--- config.mk ---
export PLATFORM = sky130hd
export DESIGN_NAME = gps_top
export DESIGN_NICKNAME = d
export VERILOG_FILES = /design/src/rtl/gps_pkg.sv /design/src/rtl/gps_top.sv /design/src/rtl/gps_pin_cell.sv
export VERILOG_INCLUDE_DIRS = /design/src /design/src/rtl
export SDC_FILE = /design/constraint.sdc
export NUM_CORES = 1
export LEC_CHECK = 0
export BUFFER_PORTS_ARGS = -buffer_cell sky130_fd_sc_hd__buf_4
export CAP_MARGIN = 15
export CORE_ASPECT_RATIO = 1.2
export CORE_MARGIN = 2
export CORE_UTILIZATION = 52
export CTS_BUF_LIST = sky130_fd_sc_hd__clkbuf_2 sky130_fd_sc_hd__clkbuf_4 sky130_fd_sc_hd__clkbuf_8
export CTS_CLUSTER_SIZE = 10
export DETAILED_ROUTE_END_ITERATION = 12
export GPL_TIMING_DRIVEN = 0
export PLACE_DENSITY = 0.81
export SYNTH_ARGS = -nofsm -noshare
export SYNTH_HDL_FRONTEND = slang
export SYNTH_SLANG_ARGS = --single-unit
--- constraint.sdc ---
create_clock -name clk_i -period 1.4 [get_ports clk_i]
set_clock_uncertainty 0.05 [all_clocks]
set_input_delay 0.07 -clock clk_i [delete_from_list [all_inputs] [get_ports clk_i]]
set_output_delay 0.07 -clock clk_i [all_outputs]
set_load 0.01 [all_outputs]
--- src/rtl/gps_map.svh ---
// register map and constants of the pin source-select block
// assumes the management side has already chosen the general-purpose page
// Functional notes
// - pin 7 select in bits 15:14, resets 00
// - code 11 hands pin to in/out/enable registers
// - pin 6 select in bits 13:12
// - pin 5 select in bits 11:10
// - pin 4 select in bits 9:8
// - pin 3 select in bits 7:6
// - pin 2 select in bits 5:4
// - pin 1 select in bits 3:2
`ifndef GPS_MAP_SVH
`define GPS_MAP_SVH
`define GPS_ADDR_PIN_SEL 5'h0d
`define GPS_PIN_SEL_RESET 16'h0000
`define GPS_PIN_SEL_WMASK 16'hfffc
`define GPS_SEL_RESET 2'h0
`define GPS_SEL_GPIO 2'h3
`define GPS_FIRST_PIN 1
`define GPS_LAST_PIN 7
`define GPS_FIELD_W 2
`define GPS_PIN1 1
`define GPS_PIN2 2
`define GPS_PIN3 3
`define GPS_PIN4 4
`define GPS_PIN5 5
`define GPS_PIN6 6
`define GPS_PIN7 7
`define GPS_RSVD_BITS 2'h0
`define GPS_RDATA_RESET 16'h0000
`endif

--- src/rtl/gps_pkg.sv ---
// types of the pin source-select block
// used by the pin cell and the top module
`default_nettype none
package gps_pkg;
  typedef logic [1:0] gps_sel_t;
  typedef struct packed {
    logic out_val;
    logic oe_val;
  } gps_drive_t;
  typedef struct packed {
    logic wr;
    logic rd;
    logic [4:0] addr;
    logic [15:0] wdata;
  } gps_reg_req_t;
endpackage : gps_pkg
`default_nettype wire

--- src/rtl/gps_top.sv ---
// pin source-select register and the seven pin cells it steers
// assumes a register port already decoded to the general-purpose page
`timescale 1ns/1ps
`default_nettype none
`include "gps_map.svh"
module gps_top
  import gps_pkg::*;
(
  input wire logic clk_i,
  input wire logic rst_i,
  input wire gps_reg_req_t req_i,
  output logic [15:0] rdata_o,
  input wire logic [7:1] out_val_i,
  input wire logic [7:1] oe_val_i,
  output logic [7:1] in_val_o,
  input wire logic [7:1] pin_i,
  output logic [7:1] pin_o,
  output logic [7:1] pin_oe_n_o
);
  logic [15:0] pin_sel_r;
  logic [15:0] pin_sel_nxt;
  wire logic hit;
  wire logic wr_hit;
  wire logic [15:0] rd_data;
  wire logic [15:0] rd_mux;

  // current code of each pin field
  wire gps_sel_t pin7_source_select;
  wire gps_sel_t pin6_source_select;
  wire gps_sel_t pin5_source_select;
  wire gps_sel_t pin4_source_select;
  wire gps_sel_t pin3_source_select;
  wire gps_sel_t pin2_source_select;
  wire gps_sel_t pin1_source_select;

  // next code of each pin field
  wire gps_sel_t pin7_sel_nxt;
  wire gps_sel_t pin6_sel_nxt;
  wire gps_sel_t pin5_sel_nxt;
  wire gps_sel_t pin4_sel_nxt;
  wire gps_sel_t pin3_sel_nxt;
  wire gps_sel_t pin2_sel_nxt;
  wire gps_sel_t pin1_sel_nxt;

  // select code handed to each pin cell
  wire gps_sel_t sel_of_pin [7:1];

  function automatic gps_sel_t field_of(input logic [15:0] r, input int k);
    field_of = r[k*`GPS_FIELD_W +: `GPS_FIELD_W];
  endfunction : field_of

  // a field takes new data only on a write that hits this register
  function automatic gps_sel_t field_next(
    input gps_sel_t cur,
    input logic [15:0] wd,
    input logic we,
    input int k
  );
    field_next = we ? field_of(wd, k) : cur;
  endfunction : field_next

  assign hit = (req_i.addr == `GPS_ADDR_PIN_SEL);
  assign wr_hit = req_i.wr & hit;

  assign pin7_source_select = field_of(pin_sel_r, `GPS_PIN7);
  assign pin6_source_select = field_of(pin_sel_r, `GPS_PIN6);
  assign pin5_source_select = field_of(pin_sel_r, `GPS_PIN5);
  assign pin4_source_select = field_of(pin_sel_r, `GPS_PIN4);
  assign pin3_source_select = field_of(pin_sel_r, `GPS_PIN3);
  assign pin2_source_select = field_of(pin_sel_r, `GPS_PIN2);
  assign pin1_source_select = field_of(pin_sel_r, `GPS_PIN1);

  assign pin7_sel_nxt = field_next(pin7_source_select, req_i.wdata, wr_hit, `GPS_PIN7);
  assign pin6_sel_nxt = field_next(pin6_source_select, req_i.wdata, wr_hit, `GPS_PIN6);
  assign pin5_sel_nxt = field_next(pin5_source_select, req_i.wdata, wr_hit, `GPS_PIN5);
  assign pin4_sel_nxt = field_next(pin4_source_select, req_i.wdata, wr_hit, `GPS_PIN4);
  assign pin3_sel_nxt = field_next(pin3_source_select, req_i.wdata, wr_hit, `GPS_PIN3);
  assign pin2_sel_nxt = field_next(pin2_source_select, req_i.wdata, wr_hit, `GPS_PIN2);
  assign pin1_sel_nxt = field_next(pin1_source_select, req_i.wdata, wr_hit, `GPS_PIN1);

  // bits 1:0 carry no pin field: writes dropped, reads zero
  assign pin_sel_nxt = {
    pin7_sel_nxt,
    pin6_sel_nxt,
    pin5_sel_nxt,
    pin4_sel_nxt,
    pin3_sel_nxt,
    pin2_sel_nxt,
    pin1_sel_nxt,
    `GPS_RSVD_BITS
  };

  assign rd_data = {
    pin7_source_select,
    pin6_source_select,
    pin5_source_select,
    pin4_source_select,
    pin3_source_select,
    pin2_source_select,
    pin1_source_select,
    `GPS_RSVD_BITS
  };
  assign rd_mux = hit ? rd_data : `GPS_RDATA_RESET;

  assign sel_of_pin[`GPS_PIN7] = pin7_source_select;
  assign sel_of_pin[`GPS_PIN6] = pin6_source_select;
  assign sel_of_pin[`GPS_PIN5] = pin5_source_select;
  assign sel_of_pin[`GPS_PIN4] = pin4_source_select;
  assign sel_of_pin[`GPS_PIN3] = pin3_source_select;
  assign sel_of_pin[`GPS_PIN2] = pin2_source_select;
  assign sel_of_pin[`GPS_PIN1] = pin1_source_select;

  always_ff @(posedge clk_i) begin
    if (rst_i) begin
      pin_sel_r <= `GPS_PIN_SEL_RESET;
      rdata_o <= `GPS_RDATA_RESET;
    end else begin
      pin_sel_r <= pin_sel_nxt;
      if (req_i.rd) begin
        rdata_o <= rd_mux;
      end
    end
  end

  // software is trusted to write only code 11; other codes release the pin
  genvar g;
  generate
    for (g = `GPS_FIRST_PIN; g <= `GPS_LAST_PIN; g = g + 1) begin : g_pin
      wire gps_drive_t drv;
      assign drv.out_val = out_val_i[g];
      assign drv.oe_val = oe_val_i[g];
      gps_pin_cell u_cell (
        .clk_i(clk_i),
        .rst_i(rst_i),
        .sel_i(sel_of_pin[g]),
        .drive_i(drv),
        .pin_i(pin_i[g]),
        .pin_o(pin_o[g]),
        .pin_oe_n_o(pin_oe_n_o[g]),
        .in_val_o(in_val_o[g])
      );
    end
  endgenerate
endmodule : gps_top
`default_nettype wire

--- src/rtl/gps_pin_cell.sv ---
// one general-purpose pin: drive under its select code, sampled input
// assumes pin_i is asynchronous to clk_i
`timescale 1ns/1ps
`default_nettype none
`include "gps_map.svh"
module gps_pin_cell
  import gps_pkg::*;
(
  input wire logic clk_i,
  input wire logic rst_i,
  input wire gps_sel_t sel_i,
  input wire gps_drive_t drive_i,
  input wire logic pin_i,
  output logic pin_o,
  output logic pin_oe_n_o,
  output logic in_val_o
);
  logic sync1_r;
  logic sync2_r;
  logic sync3_r;
  wire logic owned;
  wire logic agree;
  assign owned = (sel_i == `GPS_SEL_GPIO);
  assign agree = (sync2_r == sync3_r);
  always_ff @(posedge clk_i) begin
    if (rst_i) begin
      sync1_r <= 1'b0;
      sync2_r <= 1'b0;
      sync3_r <= 1'b0;
      pin_o <= 1'b0;
      pin_oe_n_o <= 1'b1;
      in_val_o <= 1'b0;
    end else begin
      sync1_r <= pin_i;
      sync2_r <= sync1_r;
      sync3_r <= sync2_r;
      pin_o <= owned & drive_i.out_val;
      pin_oe_n_o <= ~(owned & drive_i.oe_val);
      if (!owned) begin
        in_val_o <= 1'b0;
      end else if (agree) begin
        in_val_o <= sync3_r;
      end
    end
  end
endmodule : gps_pin_cell
`default_nettype wire

==> impl_metrics.ini, run 1 <==
[run_status]
run_status = complete, no violations

[die]
rows = 28
die_w_um = 68.86
initial_utilization_pct = 53.52
dieArea_um2 = 5635
fp.dieH_um = 81.83
core_area_um2 = 4905
ios = 83

[finish]
instances_no_fill = 455
drive_above_1_share_pct = 30.38
antennaDiodeCount = 0
finish.utilization_pct = 78.75
nFillCells = 332
layout.nets = 436
final_common_cell = buf_4
most-common-layout-cells = buf_4 (99), dfxtp_1 (70), nand2b_1 (42), dlygate4sd3_1 (35), nor2b_1 (22)
area_growth_pct = 47.14

[place]
pre_cts_ws_ps = 96.91
dp_hpwl_um = 3996
gp_congestion = 0.7911
numPortBuffers = 76
placed_cells = 404

[setup_path]
path_max_fanout = 3
crit_required_ps = 1280
start_kind = flip-flop
timing.rr.start = pin_sel_r[13]
worst-setup-path-type = flip-flop to output pin
r2r_setup_slack_ps = 530
timing.rr.end = g_pin[6].u_cell.pin_o
rr_worst_depth = 3
arrival_ps = 950
endpoint_kind = output pin

[detailed_routing]
vias_per_cell = 4.840
routed_wl_um = 6170
postRouteAntennaNets = 0
vias = 2202
drt-pass1-iter-count = 4
drc = 0
wl_per_cell_um = 13.56
drtIter0Drc = 154

[pwr]
vdd_drop_max_mv = 0.8570
clkPwrFrac_pct = 44.8
leakagePower_nw = 1.597
seqPwrFrac_pct = 48.1
switching_share_pct = 19.91
p_int_mw = 3.374
netSwitchingPower_mw = 0.8391
p_comb_share_pct = 7.1
cellPowerDensity_nw_per_um2 = 1091

[clocking]
cts_buffers = 9
clock-sinks = 70
clockRootBuffer = clkbuf_8
cts_tree = done
path_clk_slew_ps = 70
cts.path.max_buffers = 2
htreeDepth = 3
clock_latency_ps = 350
ctsResizeCount = 0

[sta]
drv_slew = 0
rsz0062_at_grt = no
setup_viol = 0
period_share_pct = 76.15
period_needed_ps = 1066
holdWs_ps = 44.14
setup_tns_ps = 0
fmax_ghz = 0.9380
hold_violations = 0
setup_ws_ps = 334.0

[logic_synthesis]
synth-seq-area-share_pct = 53.38
ys_ff_latch = 70
avgSynthCellArea_um2 = 9.832
synth_warnings = 0
syn_area_um2 = 2625
syn_inst = 267
synth_cell_types = 19

[global_route]
grt_pass1_vias = 2125
grt_pass1_wl_um = 9390
use_met2_pct = 42.12
grt_use_total_pct = 23.34
grt.met1_usage_pct = 24.87
antenna_found_initial = 0
gr-total-overflow = 0
grt_max_degree = 12
top_usage_layer = met2
grt_use_met3_pct = 4.521

[hold_path]
holdPathEnd = g_pin[4].u_cell.sync1_r
hold_start = rst_i
hp-class = primary input to flip-flop
holdPathStages = 2

[job]
maxCapViolCount = 0
-- cell usage after synthesis (all sizes together) --
cell type,instances,area [um^2]
a211oi,7,52.55
a21oi,14,70.07
and2,7,43.79
and3b,1,8.760
and4b,1,10.01
buf,28,225.2
clkbuf,11,41.29
conb,1,3.750
dfxtp,70,1401
mux2i,14,140.1
nand2,21,78.83
nand2b,42,262.8
nand4,14,87.58
nor2,7,26.28
nor2b,22,137.6
o21ai,7,35.03
-- kinds of logic (layout without fill, tap and decap cells) --
group | count (synthesis) | count (layout) | synth area share (%)
muxes | 14 | 14 | 5.338
DFF | 70 | 70 | 53.38
buffers and inverters | 39 | 166 | 10.15
other | 1 | 2 | 0.1429
and+or+nand+nor | 115 | 115 | 24.98
AOI/OAI and AO/OA | 28 | 28 | 6.006
-- cell type report --
| cell class | instances | area (um^2) | share of cell area [%] |
|---|---|---|---|
| clock inverters | 3 | 65.06 | 1.684 |
| multi-input cells | 159 | 960.9 | 24.88 |
| clock buffers | 13 | 172.7 | 4.470 |
| flip-flops and latches | 70 | 1401 | 36.28 |
| plain buffers | 39 | 266.5 | 6.900 |
| well taps | 60 | 75.07 | 1.944 |
| repair buffers | 111 | 920.9 | 23.84 |
-- flip-flops by register name, indices dropped and copies added (netlist names) --
name and count:
g_pin.u_cell.pin_o 7, g_pin.u_cell.sync3_r 7, g_pin.u_cell.sync2_r 7, g_pin.u_cell.in_val_o 7, rdata_o 14, g_pin.u_cell.sync1_r 7, pin_sel_r 14, g_pin.u_cell.pin_oe_n_o 7
-- how the worst max path moves through the flow --
stage	from	to	slack [ps]	cells after the start
floorplan	req_i[17]	pin_sel_r[10]	300	6
global placement	req_i[17]	pin_sel_r[11]	110	7
CTS	g_pin[5].u_cell.in_val_o	in_val_o[5]	330	2
global route	g_pin[6].u_cell.in_val_o	in_val_o[6]	300	2
detailed placement	req_i[17]	pin_sel_r[2]	100	7
finish	g_pin[6].u_cell.in_val_o	in_val_o[6]	330	2
-- stage by stage --
stage | cell area, um^2 | power, mW
3_3_place_gp | 3274 | 2.283
4_1_cts | 3862 | 4.217
6_report | 3862 | 4.214
2_1_floorplan | 2629 | 2.173
3_5_place_dp | 3274 | 2.288
5_1_grt | 3862 | 4.319
-- metal layers --
| layer | vias to the layer above | share of wire, % | routed length, um |
|---|---|---|---|
| met5 | - | 0 | 0 |
| met4 | 0 | 1.9 | 116 |
| met3 | 12 | 5.4 | 331 |
| met2 | 73 | 54 | 3358 |
| met1 | 1023 | 38 | 2364 |
| li1 | 1094 | - | - |
-- power groups by stage --
stage / logic (mW) / registers (mW) / clock network [mW]
floorplan: 0.103 / 2.07 / 0
global placement: 0.211 / 2.07 / 0
detailed placement: 0.215 / 2.07 / 0
CTS: 0.294 / 2.03 / 1.90
global route: 0.325 / 2.03 / 1.97
finish: 0.299 / 2.03 / 1.89
-- worst max-delay path, cell delays in order, from the launching register on --
cell	delay, ps
dfxtp_1	340
buf_4	130
buf_4	130
-- what timing repair did --
action	in CTS	in global routing
setup buffers	0	0
hold buffers	35	0
endpoints found under the hold margin	35	0
Note: power is estimated with default switching activity, not from simulation.
==> run 2, diff against run 1 <==
==> constraint.sdc (replaced) <==
create_clock -name clk_i -period 1 [get_ports clk_i]
set_clock_uncertainty 0.05 [all_clocks]
set_input_delay 0.05 -clock clk_i [delete_from_list [all_inputs] [get_ports clk_i]]
set_output_delay 0.05 -clock clk_i [all_outputs]
set_load 0.01 [all_outputs]
==> run 2 against run 1 <==
First-iteration DRC count shrank 18%. Worst hold slack lost 13 ps. Wire length grew 3.2%. Highest routed layer unchanged. Critical endpoint is now pin_o[4]. Non-clock buffer count shrank 9. Cell area shrank 0.49%.
==> impl_metrics.ini, run 2 (synthesized netlist as in run 1, its figures left out) <==
[detailed_routing]
postRouteAntennaNets = 0
drc = 0
drt-pass1-iter-count = 4
routed_wl_um = 6367
wl_per_cell_um = 14.28
vias = 2192
vias_per_cell = 4.915
drtIter0Drc = 126

[finish]
most-common-layout-cells = buf_4 (69), dfxtp_1 (56), nand2b_1 (42), dlygate4sd3_1 (35), buf_6 (23)
area_growth_pct = 46.43
final_common_cell = buf_4
antennaDiodeCount = 0
finish.utilization_pct = 78.37
reg_top3 = pin_sel_r: 14 flops, rdata_o: 14 flops
design_area_um2 = 3844
nFillCells = 328
instances_no_fill = 446
drive_above_1_share_pct = 32.38
layout.nets = 427

[global_route]
grt_pass1_vias = 2217
antenna_found_initial = 0
grt_use_total_pct = 24.96
grt_max_degree = 12
gr-total-overflow = 0
grt_pass1_wl_um = 9929

[job]
maxCapViolCount = 0

[sta]
setup_tns_ps = 0
period_share_pct = 99.07
setup_viol = 0
drv_slew = 0
max_slew_margin_pct = 65.60
period_needed_ps = 990.7
hold_violations = 0
fmax_ghz = 1.009
holdWs_ps = 30.84
worst_slew_pin_slew_ps = 516.1

[die]
initial_utilization_pct = 53.52
fp.dieH_um = 81.83
rows = 28
core_area_um2 = 4905
die_w_um = 68.86
dieArea_um2 = 5635
ios = 83

[hold_path]
holdPathEnd = g_pin[6].u_cell.sync2_r
hp-class = primary input to flip-flop
holdPathStages = 2
hold_start = rst_i

[setup_path]
cp_slowest_cell = dfxtp_1
cpLargestDelayFamily = flip-flops
endpoint_kind = output pin
path_cells = buf_4 > buf_6
arrival_ps = 890
crit_buf_inv = 2
cpPeakStageDelay_ps = 310
crit_required_ps = 900
timing.rr.start = g_pin[7].u_cell.in_val_o
rr_worst_depth = 3
path_max_fanout = 1
worst-setup-path-type = flip-flop to output pin
timing.rr.end = g_pin[7].u_cell.in_val_o
r2r_setup_slack_ps = 20
start_kind = flip-flop

[clocking]
htreeDepth = 3
cts_buffers = 9
clock-sinks = 70
cts_tree = done
path_clk_slew_ps = 80
clock_latency_ps = 350
clockRootBuffer = clkbuf_8
cts.path.max_buffers = 2

[place]
gp_congestion = 0.8261
numPortBuffers = 76
place_area_um2 = 3274
placed_cells = 404
dp_hpwl_um = 3908

[pwr]
vdd_drop_max_mv = 0.9941
cellPowerDensity_nw_per_um2 = 1404
leakagePower_nw = 1.554

[run_status]
run_status = complete, no violations
==> run 2: cell types whose count changed in the layout (fill, tap and decap cells not counted), sizes merged <==
cell and delta:
clkinv +1, bufinv -2, clkinvlp +1, buf -9
==> run 2: worst reg2reg max path, cell delays in order (launching register included) <==
cell,delay [ps]
dfxtp_2,350
buf_4,110
o21ai_0,90
a211oi_1,280
==> run 2: what timing repair did <==
action | in CTS | in global routing
setup buffers | 5 | 0
gates cloned | 0 | 0
endpoints found under the setup margin | 10 | 17
endpoints found under the hold margin | 35 | 0
resized for setup | 21 | 15
hold buffers | 35 | 0
==> run 2: final cells by class <==
class	count	area, um^2	area share [%]
plain buffers	25	161.4	4.199
clock buffers	13	172.7	4.492
clock inverters	3	17.52	0.4557
multi-input cells	159	960.9	25.00
flip-flops and latches	70	1419	36.91
well taps	60	75.07	1.953
repair buffers	116	1037	26.99
==> run 2: worst max path at each step <==
stage	startpoint	end	slack (ps)	cells after the start
5_1_grt	g_pin[4].u_cell.pin_o	pin_o[4]	-1	2
6_report	g_pin[4].u_cell.pin_o	pin_o[4]	9	2
3_5_place_dp	req_i[17]	pin_sel_r[8]	-260	7
2_1_floorplan	req_i[17]	pin_sel_r[10]	-80	6
3_3_place_gp	req_i[17]	pin_sel_r[6]	-270	7
4_1_cts	g_pin[1].u_cell.pin_oe_n_o	pin_oe_n_o[1]	0.4	2
==> run 2: where the power goes <==
group	leakage [nW]	switching, mW	total, mW	internal (mW)
clock	0.0988	1.01	2.14	1.12
sequential	0.572	0.0145	2.84	2.82
combinational	0.883	0.156	0.423	0.267
total	1.55	1.18	5.40	4.21
==> run 2: metrics by stage <==
step                total power [mW]  worst slack (ps)
global placement               3.197            -268.1
detailed placement             3.202            -262.3
CTS                            5.379            0.3834
finish                         5.398             9.262
global route                   5.569            -1.087
floorplan                      3.042            -77.85
==> run 2: metal layers <==
| metal | wire, um | track usage, % | vias to the layer above |
|---|---|---|---|
| met1 | 2428 | 25.94 | 1034 |
| met5 | 0 | 0 | - |
| met3 | 281 | 5.753 | 16 |
| met2 | 3486 | 46.25 | 66 |
| met4 | 170 | 11.57 | 0 |
| li1 | - | - | 1076 |
==> run 3, diff against run 2 <==
--- a/config.mk
+++ b/config.mk
@@ -16,6 +16,7 @@
 export DETAILED_ROUTE_END_ITERATION = 12
 export GPL_TIMING_DRIVEN = 0
 export PLACE_DENSITY = 0.81
+export REMOVE_ABC_BUFFERS = 1
 export SYNTH_ARGS = -nofsm -noshare
 export SYNTH_HDL_FRONTEND = slang
 export SYNTH_SLANG_ARGS = --single-unit
==> run 3 against run 2 <==
Sequential share of layout area is 1.6 points higher. Register-to-register slack improved by 130 ps. Clock-buffer cell count rose by 1. Clock power grew 5%. Non-clock buffer count is 24 lower. Via count down 8.9%. Wire length fell by 18%. First-iteration DRC count is 13% lower. Worst hold slack gained 34 ps. Final cell count decreased by 5.6%. Highest routed layer unchanged.
==> impl_metrics.ini, run 3 (synthesized netlist as in run 1, its figures left out) <==
[run_status]
run_status = complete, no violations

[finish]
finish.utilization_pct = 74.21
most-common-layout-cells = buf_4 (79), dfxtp_1 (70), nand2b_1 (42), dlygate4sd3_1 (35)
nFillCells = 342
drive_above_1_share_pct = 27.70
final_common_cell = buf_4
layout.nets = 403
area_growth_pct = 38.66
antennaDiodeCount = 0
reg_top3 = pin_sel_r: 14 flops, rdata_o: 14 flops
instances_no_fill = 421

[detailed_routing]
postRouteAntennaNets = 0
vias_per_cell = 4.746
wl_per_cell_um = 12.35
drc = 0
drtIter0Drc = 109
drt-pass1-iter-count = 4
vias = 1998
routed_wl_um = 5200

[clocking]
cts.path.max_buffers = 2
clock-sinks = 70
cts_buffers = 9
cts_tree = done
htreeDepth = 3
clockRootBuffer = clkbuf_8
path_clk_slew_ps = 70
clock_latency_ps = 330

[die]
dieArea_um2 = 5635
rows = 28
initial_utilization_pct = 53.52
core_area_um2 = 4905
ios = 83
die_w_um = 68.86
fp.dieH_um = 81.83

[hold_path]
hp-class = primary input to flip-flop
holdPathEnd = rdata_o[6]
holdPathStages = 3
hold_start = req_i[21]

[setup_path]
r2r_setup_slack_ps = 150
arrival_ps = 830
cp_slowest_cell = dfxtp_1
endpoint_kind = output pin
cpLargestDelayFamily = flip-flops
worst-setup-path-type = flip-flop to output pin
timing.rr.start = pin_sel_r[13]
start_kind = flip-flop
cpPeakStageDelay_ps = 360
path_cells = buf_4
crit_buf_inv = 1
rr_worst_depth = 3
timing.rr.end = g_pin[6].u_cell.pin_o
crit_required_ps = 900
path_max_fanout = 3

[sta]
drv_slew = 0
rsz0062_at_grt = no
fmax_ghz = 1.074
hold_violations = 0
max_slew_margin_pct = 56.74
period_needed_ps = 930.9
worst_slew_pin_slew_ps = 648.9
setup_viol = 0
holdWs_ps = 65.20
period_share_pct = 93.09

[pwr]
vdd_drop_max_mv = 1.271
leakagePower_nw = 1.452
cellPowerDensity_nw_per_um2 = 1504

[global_route]
grt_max_degree = 78
grt_pass1_wl_um = 7893
grt_pass1_vias = 1835
antenna_found_initial = 0
gr-total-overflow = 0
grt_use_total_pct = 19.25

[place]
numPortBuffers = 78
dp_hpwl_um = 3052
gp_congestion = 0.6556
placed_cells = 367

[job]
maxCapViolCount = 0
==> run 3: through the flow <==
| step | cell area (um^2) | setup WS, ps | power, mW | setup TNS (ps) |
|---|---|---|---|---|
| floorplan | 2362 | -501.3 | 2.983 | -7019 |
| global placement | 3023 | -1008 | 3.171 | -20220 |
| detailed placement | 3023 | -1048 | 3.176 | -20640 |
| CTS | 3625 | 17.65 | 5.519 | 0 |
| global route | 3640 | 31.41 | 5.661 | 0 |
| finish | 3640 | 69.11 | 5.473 | 0 |
==> run 3: final cells by class <==
class | count | area (um^2) | area share, %
multi-input cells | 159 | 970.9 | 26.68
clock inverters | 1 | 30.03 | 0.8250
clock buffers | 14 | 167.7 | 4.606
well taps | 60 | 75.07 | 2.063
flip-flops and latches | 70 | 1401 | 38.50
repair buffers | 117 | 994.7 | 27.33
==> run 3: tightest hold or removal path, delay by kind of cell <==
family                 cells  cell delay [ps]
AO/OA/AOI/OAI              1               60
buffers and inverters      1              190
AND/OR/NAND/NOR            1               90
==> run 3: power breakdown <==
part	switching (mW)	internal (mW)	total (mW)	leakage [nW]
Clock	0.915	1.32	2.24	0.104
Sequential	0.0139	2.83	2.84	0.568
Combinational	0.137	0.261	0.398	0.780
==> run 3: repair_timing <==
item / 4_1_cts / 5_1_grt
pin swaps: 1 / 0
hold buffers: 35 / 0
endpoints found under the hold margin: 35 / 0
buffers inserted: 2 / 2
setup endpoints to repair: 28 / 6
resized for setup: 6 / 0
==> run 3: routing by layer <==
layer  vias up  wire (um)  part of all wire, %  GRT usage [%]
li1       1030          -                    -              -
met1       907       2209                   42          20.42
met2        53       2608                   50          33.94
met3         8        307                  5.9          5.479
met4         0         74                  1.4          10.00
met5         -          0                    0              0
==> run 3: how the worst max path moves through the flow <==
stage / start / endpoint / slack (ps) / cells after the start
floorplan: req_i[17] / pin_sel_r[10] / -500 / 3
global route: g_pin[3].u_cell.in_val_o / in_val_o[3] / 30 / 1
finish: g_pin[1].u_cell.in_val_o / in_val_o[1] / 70 / 1
detailed placement: req_i[17] / pin_sel_r[8] / -1050 / 4
CTS: req_i[17] / pin_sel_r[8] / 20 / 5
global placement: req_i[17] / pin_sel_r[5] / -1010 / 4
